--- src/switch_fault_pkg.sv ---
// Shared constants and types for the switch fault protection controller.
package switch_fault_pkg;

  // Clock period.
  localparam int CLK_PERIOD_NS = 50;

  // Overcurrent deglitch filter, a least time, so it rounds up.
  localparam int DEGLITCH_NS = 200;
  localparam int DEGLITCH_CYC =
    (DEGLITCH_NS + CLK_PERIOD_NS - 1) / CLK_PERIOD_NS;
  localparam int DEGLITCH_CW = 3;

  // Retry interval, a least time, so it rounds up.
  localparam int RETRY_US = 1000;
  localparam int RETRY_CYC =
    (RETRY_US * 1000 + CLK_PERIOD_NS - 1) / CLK_PERIOD_NS;
  localparam int RETRY_CW = 16;

  // Consecutive fault shutdowns before the limit is halved.
  localparam int FAULT_CNT_W = 3;
  localparam logic [FAULT_CNT_W-1:0] FAULT_CNT_MAX = 3'h7;
  localparam logic [FAULT_CNT_W-1:0] FAULT_CNT_ONE = 3'h1;
  localparam logic [FAULT_CNT_W-1:0] FAULT_CNT_RST = 3'h0;

  // Reset values.
  localparam logic UVLO_RST = 1'b1;
  localparam logic LIMIT_INTERNAL_RST = 1'b1;

  typedef enum logic [1:0] {
    ST_OFF,
    ST_ON,
    ST_FAULT
  } state_t;

  typedef enum logic [1:0] {
    SENSE_IDLE,
    SENSE_CURRENT,
    SENSE_TEMP,
    SENSE_FAULT_LEVEL
  } sense_mode_t;

  // Pins and comparator flags from outside the clock domain.
  typedef struct packed {
    logic enable;
    logic diag_enable;
    logic latch;
    logic sense_source_select;
    logic abs_over;
    logic below_hys;
    logic rel_over;
    logic over_current;
    logic supply_below_fall;
    logic supply_above_rise;
    logic limit_res_valid;
    logic foldback_version;
  } pins_t;

  typedef struct packed {
    sense_mode_t mode;
    logic active;
  } sense_t;

  typedef struct packed {
    logic use_internal;
    logic halved;
  } limit_t;

endpackage

--- src/interval_timer.sv ---
// Saturating interval counter that restarts on clear and flags expiry.
`timescale 1ns/100ps
module interval_timer #(
  parameter int CW = 16,
  parameter logic [CW-1:0] LIMIT = '1
) (
  input wire logic clk_i,
  input wire logic rst_n_i,
  input wire logic ce_i,
  input wire logic clear_i,
  output logic done_o
);

  logic [CW-1:0] cnt_r;
  wire logic [CW-1:0] cnt_inc = cnt_r + {{(CW-1){1'b0}}, 1'b1};
  wire logic [CW-1:0] cnt_nxt =
    clear_i ? '0 : (done_o ? cnt_r : cnt_inc);

  assign done_o = cnt_r == LIMIT;

  always_ff @(posedge clk_i or negedge rst_n_i) begin
    if (!rst_n_i) begin
      cnt_r <= '0;
    end else if (ce_i) begin
      cnt_r <= cnt_nxt;
    end
  end

endmodule

--- src/switch_fault_ctrl.sv ---
// Fault handling control of a single-channel high-side power switch.
//
// Functional notes
// - Thermal or current protection turns switch off.
// - Either protection enters the fault state.
// - Fault state shows fault level on sense when diag_enable is high.
// - Release needs latch low, retry expired, clean.
// - Thermal fault: absolute or relative limit exceeded.
// - Absolute fault clears after hysteresis drop.
// - Relative fault clears when retry interval elapses.
// - Current limit switches channel off once the deglitch filter expires.
// - Short circuit detection passes deglitch filter.
// - Seven consecutive faults halve limit (foldback).
// - Standby restores the original limit.
// - Clean on/off cycle restores original limit.
// - Non-foldback version never halves its limit.
// - Resistor out of range selects internal limit.
// - Falling undervoltage shuts output stage down.
// - Rising undervoltage level resumes operation.
// - Latch low retries automatically; high stays off.
// - Fault state drives sense to fault level when diag_enable is high.
`timescale 1ns/100ps
module switch_fault_ctrl #(
  parameter logic [15:0] RETRY_CYCLES =
    16'(switch_fault_pkg::RETRY_CYC)
) (
  input wire logic clk_i,
  input wire logic rst_n_i,
  input wire logic ce_i,
  input wire switch_fault_pkg::pins_t pins_i,
  output logic switch_on_o,
  output switch_fault_pkg::sense_t sense_output_o,
  output switch_fault_pkg::limit_t limit_o,
  output logic fault_state_o,
  output logic standby_o
);

  switch_fault_pkg::pins_t pin_s;
  switch_fault_pkg::state_t state_r;
  switch_fault_pkg::state_t state_nxt;
  switch_fault_pkg::sense_t sense_r;
  switch_fault_pkg::sense_t sense_nxt;
  logic [switch_fault_pkg::FAULT_CNT_W-1:0] cnt_r;
  logic [switch_fault_pkg::FAULT_CNT_W-1:0] cnt_nxt;
  logic abs_fault_r;
  logic rel_fault_r;
  logic oc_fault_r;
  logic uvlo_r;
  logic clean_r;
  logic halved_r;
  logic internal_r;
  logic switch_r;
  logic fault_r;
  logic standby_r;
  logic oc_done;
  logic retry_done;

  sync3 #(
    .W($bits(switch_fault_pkg::pins_t))
  ) u_sync (
    .clk_i(clk_i),
    .rst_n_i(rst_n_i),
    .ce_i(ce_i),
    .d_i(pins_i),
    .q_o(pin_s)
  );

  // The filter restarts whenever the current drops below the threshold.
  interval_timer #(
    .CW(switch_fault_pkg::DEGLITCH_CW),
    .LIMIT(3'(switch_fault_pkg::DEGLITCH_CYC))
  ) u_deglitch (
    .clk_i(clk_i),
    .rst_n_i(rst_n_i),
    .ce_i(ce_i),
    .clear_i(!pin_s.over_current),
    .done_o(oc_done)
  );

  wire logic in_on = state_r == switch_fault_pkg::ST_ON;
  wire logic in_off = state_r == switch_fault_pkg::ST_OFF;
  wire logic in_fault = state_r == switch_fault_pkg::ST_FAULT;
  wire logic thermal_hit = pin_s.abs_over || pin_s.rel_over;

  // A protection trip only matters while the switch conducts.
  wire logic trip = in_on && (thermal_hit || oc_done);

  interval_timer #(
    .CW(switch_fault_pkg::RETRY_CW),
    .LIMIT(RETRY_CYCLES)
  ) u_retry (
    .clk_i(clk_i),
    .rst_n_i(rst_n_i),
    .ce_i(ce_i),
    .clear_i(trip),
    .done_o(retry_done)
  );

  wire logic any_fault = abs_fault_r || rel_fault_r || oc_fault_r;
  wire logic release_ok =
    !pin_s.latch && retry_done && !any_fault;
  wire logic may_run = pin_s.enable && !uvlo_r;
  wire logic standby = in_off && !pin_s.enable && !pin_s.diag_enable;
  wire logic clean_off = in_on && !pin_s.enable && clean_r && !trip;
  wire logic restore = standby || clean_off;

  // Fault flags: a new event wins over its clear in the same cycle.
  wire logic abs_fault_nxt =
    pin_s.abs_over || (abs_fault_r && !pin_s.below_hys);
  wire logic rel_fault_nxt =
    pin_s.rel_over || (rel_fault_r && !retry_done);
  wire logic oc_fault_nxt =
    (trip && oc_done) || (oc_fault_r && pin_s.over_current);
  wire logic uvlo_nxt = pin_s.supply_below_fall ||
    (uvlo_r && !pin_s.supply_above_rise);

  wire logic enter_on = !in_on && state_nxt == switch_fault_pkg::ST_ON;
  wire logic clean_nxt =
    trip ? 1'b0 : (enter_on ? 1'b1 : (clean_off ? 1'b0 : clean_r));

  wire logic cnt_full = cnt_r == switch_fault_pkg::FAULT_CNT_MAX;
  wire logic [switch_fault_pkg::FAULT_CNT_W-1:0] cnt_inc =
    cnt_full ? cnt_r : cnt_r + switch_fault_pkg::FAULT_CNT_ONE;
  assign cnt_nxt = trip ? cnt_inc :
    (restore ? switch_fault_pkg::FAULT_CNT_RST : cnt_r);

  wire logic halved_nxt = pin_s.foldback_version &&
    cnt_nxt == switch_fault_pkg::FAULT_CNT_MAX;
  wire logic internal_nxt = !pin_s.limit_res_valid;

  always_comb begin
    state_nxt = state_r;
    case (state_r)
      switch_fault_pkg::ST_OFF: begin
        if (may_run) begin
          state_nxt = switch_fault_pkg::ST_ON;
        end
      end
      switch_fault_pkg::ST_ON: begin
        if (trip) begin
          state_nxt = switch_fault_pkg::ST_FAULT;
        end else if (!may_run) begin
          state_nxt = switch_fault_pkg::ST_OFF;
        end
      end
      switch_fault_pkg::ST_FAULT: begin
        if (release_ok && may_run) begin
          state_nxt = switch_fault_pkg::ST_ON;
        end else if (release_ok) begin
          state_nxt = switch_fault_pkg::ST_OFF;
        end
      end
      default: begin
        state_nxt = switch_fault_pkg::ST_OFF;
      end
    endcase
  end

  // Sense selection; the fault level overrides any measurement.
  always_comb begin
    sense_nxt.active = pin_s.diag_enable;
    if (!pin_s.diag_enable) begin
      sense_nxt.mode = switch_fault_pkg::SENSE_IDLE;
    end else if (in_fault) begin
      sense_nxt.mode = switch_fault_pkg::SENSE_FAULT_LEVEL;
    end else if (pin_s.sense_source_select) begin
      sense_nxt.mode = switch_fault_pkg::SENSE_TEMP;
    end else begin
      sense_nxt.mode = switch_fault_pkg::SENSE_CURRENT;
    end
  end

  always_ff @(posedge clk_i or negedge rst_n_i) begin
    if (!rst_n_i) begin
      state_r <= switch_fault_pkg::ST_OFF;
      abs_fault_r <= 1'b0;
      rel_fault_r <= 1'b0;
      oc_fault_r <= 1'b0;
      uvlo_r <= switch_fault_pkg::UVLO_RST;
      clean_r <= 1'b0;
    end else if (ce_i) begin
      state_r <= state_nxt;
      abs_fault_r <= abs_fault_nxt;
      rel_fault_r <= rel_fault_nxt;
      oc_fault_r <= oc_fault_nxt;
      uvlo_r <= uvlo_nxt;
      clean_r <= clean_nxt;
    end
  end

  always_ff @(posedge clk_i or negedge rst_n_i) begin
    if (!rst_n_i) begin
      cnt_r <= switch_fault_pkg::FAULT_CNT_RST;
      halved_r <= 1'b0;
      internal_r <= switch_fault_pkg::LIMIT_INTERNAL_RST;
      switch_r <= 1'b0;
      fault_r <= 1'b0;
      standby_r <= 1'b0;
      sense_r <= '{mode: switch_fault_pkg::SENSE_IDLE, active: 1'b0};
    end else if (ce_i) begin
      cnt_r <= cnt_nxt;
      halved_r <= halved_nxt;
      internal_r <= internal_nxt;
      switch_r <= state_nxt == switch_fault_pkg::ST_ON;
      fault_r <= state_nxt == switch_fault_pkg::ST_FAULT;
      standby_r <= standby;
      sense_r <= sense_nxt;
    end
  end

  assign switch_on_o = switch_r;
  assign fault_state_o = fault_r;
  assign standby_o = standby_r;
  assign sense_output_o = sense_r;
  assign limit_o.use_internal = internal_r;
  assign limit_o.halved = halved_r;
endmodule

--- src/sync3.sv ---
// Three-stage input synchroniser that accepts a change once stages agree.
`timescale 1ns/100ps
module sync3 #(
  parameter int W = 1
) (
  input wire logic clk_i,
  input wire logic rst_n_i,
  input wire logic ce_i,
  input wire logic [W-1:0] d_i,
  output logic [W-1:0] q_o
);

  for (genvar b = 0; b < W; b++) begin : g_bit
    logic st1_r;
    logic st2_r;
    logic st3_r;
    logic q_r;
    wire logic agree = st2_r == st3_r;

    always_ff @(posedge clk_i or negedge rst_n_i) begin
      if (!rst_n_i) begin
        st1_r <= 1'b0;
        st2_r <= 1'b0;
        st3_r <= 1'b0;
        q_r <= 1'b0;
      end else if (ce_i) begin
        st1_r <= d_i[b];
        st2_r <= st1_r;
        st3_r <= st2_r;
        if (agree) begin
          q_r <= st3_r;
        end
      end
    end

    assign q_o[b] = q_r;
  end

endmodule
--- config.mk ---
export PLATFORM = sky130hd
export DESIGN_NAME = switch_fault_ctrl
export DESIGN_NICKNAME = d
export VERILOG_FILES = /design/src/switch_fault_pkg.sv /design/src/interval_timer.sv /design/src/switch_fault_ctrl.sv /design/src/sync3.sv
export SDC_FILE = /design/constraint.sdc
export NUM_CORES = 1
export LEC_CHECK = 0
export ABC_AREA = 1
export BUFFER_PORTS_ARGS = -buffer_cell sky130_fd_sc_hd__buf_2
export CORE_ASPECT_RATIO = 1.2
export CORE_MARGIN = 10
export CORE_UTILIZATION = 50
export CTS_CLUSTER_DIAMETER = 80
export DETAILED_ROUTE_END_ITERATION = 12
export PLACE_DENSITY = 0.73
export SLEW_MARGIN = 25
export SYNTH_ARGS = -nofsm -noshare
export SYNTH_HDL_FRONTEND = slang
export SYNTH_SLANG_ARGS = --single-unit
--- constraint.sdc ---
create_clock -name clk_i -period 1.5 [get_ports clk_i]
set_clock_uncertainty 0.1 [all_clocks]
set_input_delay 0.3 -clock clk_i [delete_from_list [all_inputs] [get_ports clk_i]]
set_output_delay 0.3 -clock clk_i [all_outputs]
set_load 0.02 [all_outputs]
# == Yosys cells after proc, flatten, opt, wreduce, memory -nomap -nowiden ==
# Cells that the tools add are included.
# W data, S select, Z words.
# op_classes
reduce_logical,54
mux,19
bitwise,0
mul,0
n_eq_ne,22
add_sub_neg,3
order_cmp,0
shift,0
n_div,0
# ops
op,n
$mux W16,2
$reduce_and A2 Y1,15
$logic_and A1 B1 Y1,17
$add A16 B1 Y16 const B,1
$eq A16 B15 Y1 const B,1
$mux W2,8
$mux W3,5
$eq A1 B1 Y1,12
$logic_not A1 Y1,11
$eq A3 B3 Y1 const B,3
$logic_or A1 B1 Y1,9
$add A3 B1 Y3 const B,2
$pmux W2 S3,1
$eq A2 B1 Y1 const B,2
$eq A2 B2 Y1 const B,2
$mux W1,3
$reduce_bool A3 Y1,1
$logic_not A2 Y1,1
$ne A2 B1 Y1 const B,1
$ne A2 B2 Y1 const B,1
# totals
out_inout_bits,8
mem_bits_ro,0
ramBits,0
in_bits,15
latchBits,0
regBits,85
n_memories,0

# == Depth between registers and ports, before layout ==
# Gate-level depths: netlist of run 1.
# depth
ltp_word,11
mapped_depth,11
mapped_depth_nobuf,11

# == Hierarchy ==
# From an unflattened synthesis of run 1, not the netlist that was laid out.
# hier_totals
hier_cells,582
hier_area_um2,4521.8
# modules_own_cells
mod,seq_area_each_um2,area_per_inst_um2,cells_each,n_inst
sync3,1201.2,2215.9,263,1
interval_timer (u_retry),400.4,1141.1,169,1
switch_fault_ctrl,452.9,968.4,123,1
interval_timer (u_deglitch),75.1,196.4,27,1

# == Least setup slack after synthesis of run 1 ==
# Ideal clock, no wire load.
# synth_timing
path_kind,reg2reg
startpoint,register u_deglitch.cnt_r[0]
endpoint,register u_retry.cnt_r[12]
path_stages_with_launch,11
synth_period_minus_slack_ps,1624
slack_ps,-124
required_ps,1282
path_buffers,1
arrival_time_ps,1406
cell_sequence,dfrtp_1 > inv_1 > ha_1 > nand2_2 > a21oi_4 > nand2_2 > nand2_4 > inv_6 > buf_12 > nand2_2 > o21ai_2
# synth_between
elab_chain_len,5
word_cells_on_any_way,6
cone_classes,eq/ne (2); mux (1); reduce/logical (3)
# synth_lines
element,line_no,rtl
start: declaration,interval_timer.sv:14,logic [CW-1:0] cnt_r;
start signal: assignment,interval_timer.sv:25,cnt_r <= cnt_nxt;
$eq A3 B3 Y1 (*),interval_timer.sv:19,assign done_o = cnt_r == LIMIT;
$logic_or A1 B1 Y1 (*),switch_fault_ctrl.sv:86,wire logic trip = in_on && (thermal_hit || oc_done);
$logic_and A1 B1 Y1 (*),switch_fault_ctrl.sv:86,
$ne A2 B1 Y1 (no line),n/a,
$reduce_and A2 Y1 (no line),n/a,
end signal: assignment,interval_timer.sv:25,
end: declaration,interval_timer.sv:14,
# Mark *: on every way between the ends. The rest lies on a longest branch, timed or not.
# A chain may end at the register's enable or synchronous reset.

# == Final worst setup path of run 1 ==
# layout_timing
startpoint,register u_retry.cnt_r[1]
endpoint,register u_retry.cnt_r[3]
# layout_between
elab_chain_len,3
word_cells_on_any_way,6
cone_classes,add/sub (1); eq/ne (2); mux (2); reduce/logical (1)
# layout_lines
element,line_no
$add A16 B1 Y16 / $eq A16 B15 Y1 (equally long branches),"interval_timer.sv:15, interval_timer.sv:19"
$mux W16 / $ne A2 B1 Y1 (equally long branches),n/a
$mux W16 / $reduce_and A2 Y1 (equally long branches),n/a
# Parallel ways exist; a longest one is shown, timed or not. The select of a mux whose other input is x is not followed.

==> flow_metrics.py, run 1 <==
metrics = {
    "cells_and_area": {
        "area_delta_synth_final_pct": 23.0,
        "fin_area_sq_mm": 0.00495,
        "n_fill_cell": 650,
        "antenna_cells": 0,
        "utilization_pct": 63.9,
        "nets": 572,
        "drive_gt1_share_pct": 25.9,
        "stdcell_count": 649,
    },
    "sta": {
        "setup_viol_count_final": 22,
        "slew_headroom_pct": 74.0,
        "max_freq_mhz": 622,
        "maxSlewViolCount": 0,
        "final.setup.worst_slack_ns": -0.109,
        "rsz0062_at_grt": "true",
        "holdWs_ns": 0.0485,
        "tightest_slew_ns": 0.388,
        "period_needed_ns": 1.61,
        "hold_viol_final": 0,
        "period_share_pct": 107,
    },
    "clock_tree": {
        "cts_made_buffers": 9,
        "cts_tree": "built",
        "cts_max_path_buffers": 2,
        "insertion_delay_ns": 0.35,
        "cts.htree.levels": 3,
        "cts.clk_slew.worst_paths_ns": 0.09,
        "root_buffer": "clkbuf_8",
        "cts_num_sinks": 85,
    },
    "drt": {
        "drc": 0,
        "first_pass_iters": 4,
        "wl_per_cell_um": 13.3,
        "routed_wl_um": 8630,
        "vias": 3331,
        "drt_iter0_markers": 204,
        "postRouteAntennaNets": 0,
        "viasPerCell": 5.13,
    },
    "die": {
        "initial_core_util_pct": 51.9,
        "std_cell_rows": 35,
        "die_w_um": 102,
        "io_pins": 23,
        "die_y_um": 118,
        "core_region_area_sq_mm": 0.00775,
        "die_area_sq_mm": 0.0120,
    },
    "synthesis": {
        "synth_top_family_by_area": "simple AND/OR/NAND/NOR gates",
        "yosys_warnings": 0,
        "yosysUniqueCellTypes": 32,
        "synthMuxAreaShare_pct": 0,
        "synthXorXnorAreaFrac_pct": 1.52,
        "synth-simple-area-share_pct": 24.8,
        "syn_area_per_cell_sq_um": 8.29,
        "ys_seq_area_share_pct": 52.9,
        "synth_cells": 485,
        "syn_nets": 505,
        "ys_seq_elements": 85,
        "yosys.area_share.adder_pct": 1.56,
        "synth_compound_area_share_pct": 12.2,
        "syn_area_sq_mm": 0.00402,
    },
    "run_status": {
        "violations": "setup timing",
        "status": "finished with violations",
    },
    "power": {
        "p_per_area_mw_per_mm2": 1270,
        "p_leak_nw": 2.38,
        "irDropWorstVdd_v": 0.000882,
    },
    "worst_setup_path": {
        "crit_arrival_ns": 1.79,
        "crit_type": "reg -> reg",
        "path_cells": "inv_2 > ha_4 > nand4_1 > nor2_2 > nand2_2 > nand2_4 > nand2_8 > buf_6 > o21ai_2",
        "worstPathRequired_ns": 1.68,
        "cp_num_buf_inv": 2,
        "crit_path_start_kind": "flip-flop",
        "crit_family": "simple AND/OR/NAND/NOR gates",
        "end_kind": "flip-flop",
        "slowest_delay_ns": 0.40,
        "slowest_stage": "dfrtp_1",
        "cp_max_fo": 8,
    },
    "grt": {
        "grt_pass1_wl_um": 15000,
        "grt.overflow.total": 0,
        "grt_pass1_vias": 3303,
        "grt_max_degree": 48,
        "antenna_found_initial": 0,
        "grt_use_total_pct": 15.0,
    },
    "hold_path": {
        "holdCritPathClass": "in -> reg",
    },
    "flow_run": {
        "max-cap-violations": 0,
    },
    "place": {
        "place_ws_ns": -0.120,
        "place.gp.congestion": 0.853,
        "hpwl_um": 5810,
        "io_buffers": 22,
        "dp_cells": 620,
        "place_area_sq_mm": 0.00449,
    },
}
state kept, by name, indices dropped and copies added, names as in the netlist, 2 cells and up:
register,cells
u_retry.cnt_r,16
sense_output_o,3
state_r,2
u_sync.g_bit.q_r,12
u_sync.g_bit.st1_r,12
u_sync.g_bit.st2_r,12
u_sync.g_bit.st3_r,12
cnt_r,3
u_deglitch.cnt_r,3
kinds of logic (layout without fill, tap and decap cells):
logic type	count (synthesis)	count (layout)
AO/OA/AOI/OAI	85	85
flip-flops	85	85
adder cells (fa/ha/maj)	5	5
XOR/XNOR	7	7
AND/OR/NAND/NOR	240	241
buffers and inverters	63	134
final timing paths:
kind	start	endpoint	cells past startpoint	slack, ns
setup / recovery	u_retry.cnt_r[1]	u_retry.cnt_r[3]	9	-0.11
hold / removal	pins_i[0]	u_sync.g_bit[0].st1_r	3	0.05
setup reg to reg	u_retry.cnt_r[1]	u_retry.cnt_r[3]	9	-0.11
hold reg to reg	u_sync.g_bit[1].q_r	internal_r	1	0.35
max in group asynchronous	rst_n_i	internal_r	3	0.46
min in group asynchronous	rst_n_i	u_deglitch.cnt_r[0]	2	0.31
Yosys cell counts, drive strengths merged:
cell	number	area, sq um
clkinv	1	3.75
o21bai	5	37.5
a21oi	1	16.3
dfstp	2	52.6
o21ai	73	392
xor2	7	61.3
nand4	7	43.8
inv	44	170
o211ai	1	7.51
nor2	48	190
buf	8	68.8
a211oi	1	7.51
nor3	3	15.0
a31oi	1	6.26
clkbuf	10	37.5
dfrtp	83	2080
o22ai	1	6.26
ha	5	62.6
nand2	155	614
o32ai	1	8.76
a22o	1	8.76
nand3	27	135
report_power, final:
part           switching (mW)  internal (mW)  leakage, nW  total [mW]
Sequential              0.299           2.68         1.09        2.98
Clock                   0.878          0.672       0.0919        1.55
Combinational           0.974          0.764         1.20        1.74
area by class of cell:
type | count | area (sq um) | share of cell area, %
Timing Repair inverter | 1 | 11.3 | 0.228
Clock buffer | 10 | 138 | 2.78
Sequential cell | 85 | 2130 | 43.0
Inverter | 45 | 181 | 3.67
Multi-Input combinational cell | 338 | 1760 | 35.6
Timing Repair Buffer | 72 | 556 | 11.2
Tap cell | 92 | 115 | 2.33
Clock inverter | 6 | 57.6 | 1.16
per-stage QoR:
| stage | power (mW) | setup TNS (ns) |
|---|---|---|
| 4_1_cts | 6.21 | -0.859 |
| 6_report | 6.27 | -1.40 |
| 5_1_grt | 6.68 | -4.19 |
| 3_3_place_gp | 4.42 | -0.366 |
| 2_1_floorplan | 3.88 | -0.0419 |
| 3_5_place_dp | 4.49 | -1.62 |
cell usage in the layout (no fill, tap or decap), types with 3 or more instances in the layout:
master    instances
inv_1            38
nand3_2           6
clkbuf_8         10
buf_4            42
xor2_1            7
nand3_1          21
nand4_1           7
dfrtp_1          83
o21ai_0          55
nor2_1           42
nand2_2          14
ha_4              3
buf_2            21
nand2_4           4
buf_12            4
nor2_2            6
o21bai_1          5
nand2_1         137
buf_6             4
o21ai_1           6
o21ai_2          12
inv_2             5
repair_timing:
action / in CTS / in global routing
pin swaps: 6 / 6
gates cloned: 2 / 0
hold buffers: 1 / 0
gates resized for setup: 25 / 14
setup buffers: 7 / 3
hold endpoints to repair: 21 / 0
setup endpoints to repair: 23 / 25
per-layer routing:
layer / routed length [um] / global-route usage, % / up-vias
met2: 4410 / 25.4 / 57
met5: 0 / 0 / -
met4: 60 / 3.98 / 0
li1: - / - / 1688
met3: 304 / 3.90 / 4
met1: 3860 / 18.4 / 1582
worst min-delay path, cell delays in order:
cell and delay (ns):
buf_2 0.07, nand2_1 0.04, nand2_1 0.05
(Power assumes the default switching activity.)
==> run 2: changes to the inputs <==
- CAP_MARGIN: unset -> 0
- CELL_PAD_IN_SITES_DETAIL_PLACEMENT: unset -> 0
- CELL_PAD_IN_SITES_GLOBAL_PLACEMENT: unset -> 2
- CORE_UTILIZATION: 50 -> 33
- PLACE_DENSITY: 0.73 -> 0.78
==> run 2 against run 1 <==
  * The run still ends with setup timing left
  * Largest power group unchanged
  * Sequential share of layout area shrank 1.6 points
  * Routed wire length up 6.1%
  * Critical endpoint is now u_retry.cnt_r[4]
  * Combinational power about the same
  * Total power increased by 12%
  * Utilization down 21 points
  * Maximum frequency rose by 0.69%
  * Highest routed layer unchanged
  * Critical path depth grew 1
  * Register-to-register slack is essentially flat
  * First-iteration DRC count shrank 32%
  * Via count decreased by 1.1%
  * Global-route usage decreased by 3.3 points
  * Clock power up 48%
==> flow_metrics.py, run 2 (synthesis results as in run 1) <==
metrics = {
    "run_status": {
        "status": "finished with violations",
        "violations": "setup timing",
    },
    "hold_path": {
        "holdCritPathClass": "in -> reg",
    },
    "worst_setup_path": {
        "cp_num_buf_inv": 2,
        "slowest_delay_ns": 0.39,
        "crit_arrival_ns": 1.73,
        "cp_max_fo": 6,
        "worstPathRequired_ns": 1.63,
        "crit_path_start_kind": "flip-flop",
        "crit_type": "reg -> reg",
        "slowest_stage": "dfrtp_1",
        "crit_family": "simple AND/OR/NAND/NOR gates",
        "path_cells": "inv_2 > ha_4 > nand4_1 > nor2_2 > nand2_2 > nand2_4 > nand2_8 > buf_12 > nand2_2 > o21ai_1",
        "end_kind": "flip-flop",
        "crit_top_cell": "nand2_2",
    },
    "clock_tree": {
        "cts.clk_slew.worst_paths_ns": 0.07,
        "cts.htree.levels": 3,
        "root_buffer": "clkbuf_16",
        "cts_max_path_buffers": 2,
        "cts_tree": "built",
        "insertion_delay_ns": 0.34,
        "cts_num_sinks": 85,
        "cts_made_buffers": 9,
    },
    "grt": {
        "grt_pass1_vias": 3421,
        "antenna_found_initial": 0,
        "grt_pass1_wl_um": 16300,
        "grt.overflow.total": 0,
        "grt_use_total_pct": 11.7,
        "grt_max_degree": 33,
    },
    "sta": {
        "setup_viol_count_final": 20,
        "final.setup.worst_slack_ns": -0.0977,
        "max_freq_mhz": 626,
        "hold_viol_final": 0,
        "period_needed_ns": 1.60,
        "rsz0062_at_grt": "true",
        "period_share_pct": 107,
        "tightest_slew_ns": 0.405,
        "slew_headroom_pct": 73.0,
        "maxSlewViolCount": 0,
    },
    "cells_and_area": {
        "top_register": "u_retry.cnt_r",
        "stdcell_count": 718,
        "nets": 572,
        "fin_area_sq_mm": 0.00515,
        "mostFrequentLayoutCells": "nand2_1, dfrtp_1, o21ai_0",
        "layout_commonest_cell": "nand2_1",
        "antenna_cells": 0,
        "area_delta_synth_final_pct": 27.9,
        "utilization_pct": 42.9,
        "largest_reg_flops": 16,
        "drive_gt1_share_pct": 26.4,
    },
    "drt": {
        "drt_iter0_markers": 139,
        "postRouteAntennaNets": 0,
        "first_pass_iters": 4,
        "drc": 0,
        "wl_per_cell_um": 12.8,
        "viasPerCell": 4.59,
        "vias": 3295,
        "routed_wl_um": 9160,
    },
    "die": {
        "die_area_sq_mm": 0.0170,
        "std_cell_rows": 44,
        "die_w_um": 121,
        "initial_core_util_pct": 33.5,
        "core_region_area_sq_mm": 0.0120,
        "die_y_um": 141,
        "io_pins": 23,
    },
    "power": {
        "sw_frac_of_total_pct": 31.7,
        "intPower_mw": 4.79,
        "p_seq_share_pct": 42.2,
        "irDropWorstVdd_v": 0.000863,
        "clkPwrFrac_pct": 32.8,
        "p_leak_nw": 2.44,
        "pwr-share-comb_pct": 25.0,
        "net-switching-power_mw": 2.22,
        "total_power_mw": 7.02,
        "p_per_area_mw_per_mm2": 1360,
    },
    "place": {
        "dp_cells": 694,
        "io_buffers": 22,
        "place_area_sq_mm": 0.00462,
        "place.gp.congestion": 0.811,
        "hpwl_um": 6400,
        "place_ws_ns": -0.123,
    },
    "flow_run": {
        "max-cap-violations": 0,
    },
}
[run 2: cell types whose count changed in the layout (fill, tap and decap cells not counted), moves of 2 or more]
| cell | previous run | this run |
|---|---|---|
| buf_4 | 42 | 47 |
| xor2_2 | 0 | 2 |
| nand3_1 | 21 | 23 |
| buf_6 | 4 | 1 |
| clkbuf_8 | 10 | 1 |
| nand2_2 | 14 | 12 |
| inv_1 | 38 | 35 |
| clkbuf_16 | 0 | 9 |
| xor2_1 | 7 | 5 |
| nand2_4 | 4 | 7 |
| nand3_2 | 6 | 4 |
| inv_2 | 5 | 7 |
[run 2: power by group through the flow]
stage / clock (mW) / combinational (mW) / sequential (mW)
2_1_floorplan: 0 / 0.868 / 3.02
3_3_place_gp: 0 / 1.50 / 2.99
3_5_place_dp: 0 / 1.51 / 3.00
4_1_cts: 2.37 / 1.70 / 2.96
5_1_grt: 2.46 / 2.01 / 3.02
6_report: 2.30 / 1.75 / 2.96
[run 2: timing repair]
| item | CTS | global route |
|---|---|---|
| resized for setup | 26 | 17 |
| buffers inserted | 6 | 0 |
| hold buffers | 1 | 0 |
| endpoints found under the hold margin | 20 | 0 |
| cloned | 1 | 0 |
| endpoints found under the setup margin | 25 | 26 |
| pin swaps | 7 | 6 |
[run 2: worst reg2reg max path, stage by stage (launching register included)]
cell,delay [ns]
dfrtp_1,0.39
inv_2,0.09
ha_4,0.13
nand4_1,0.09
nor2_2,0.16
nand2_2,0.10
nand2_4,0.10
nand2_8,0.08
buf_12,0.15
nand2_2,0.05
o21ai_1,0.05
[run 2: through the flow]
stage	setup TNS, ns	hold WS, ns
final	-1.26	0.0586
after global routing	-3.55	0.0794
after CTS	-0.985	0.0534
after detailed placement	-1.84	0.172
after global placement	-1.22	0.164
after floorplan	-0.0419	-0.0956
[run 2: area by class of cell]
class / count / area (sq um)
tap: 161 / 201
sequential: 85 / 2130
fill: 1263 / 6860
inverter: 45 / 181
clock inverter: 6 / 68.8
clock buffer: 10 / 239
multi-input combinational: 338 / 1790
timing repair buffer: 73 / 539
[run 2: layer usage]
layer	vias up	wire length, um	track usage, %
li1	1689	-	-
met1	1553	4190	14.5
met2	39	4540	19.3
met3	14	228	2.36
met4	0	206	5.22
met5	-	0	0
[run 2: final timing paths]
path / from / to / slack, ns / cells past startpoint
hold reg to reg: u_sync.g_bit[1].q_r / internal_r / 0.35 / 1
setup / recovery: u_retry.cnt_r[1] / u_retry.cnt_r[4] / -0.1 / 10
max in group asynchronous: rst_n_i / u_sync.g_bit[9].q_r / 0.45 / 3
setup reg to reg: u_retry.cnt_r[1] / u_retry.cnt_r[4] / -0.1 / 10
min in group asynchronous: rst_n_i / state_r[1] / 0.35 / 2
hold / removal: pins_i[8] / u_sync.g_bit[8].st1_r / 0.06 / 3
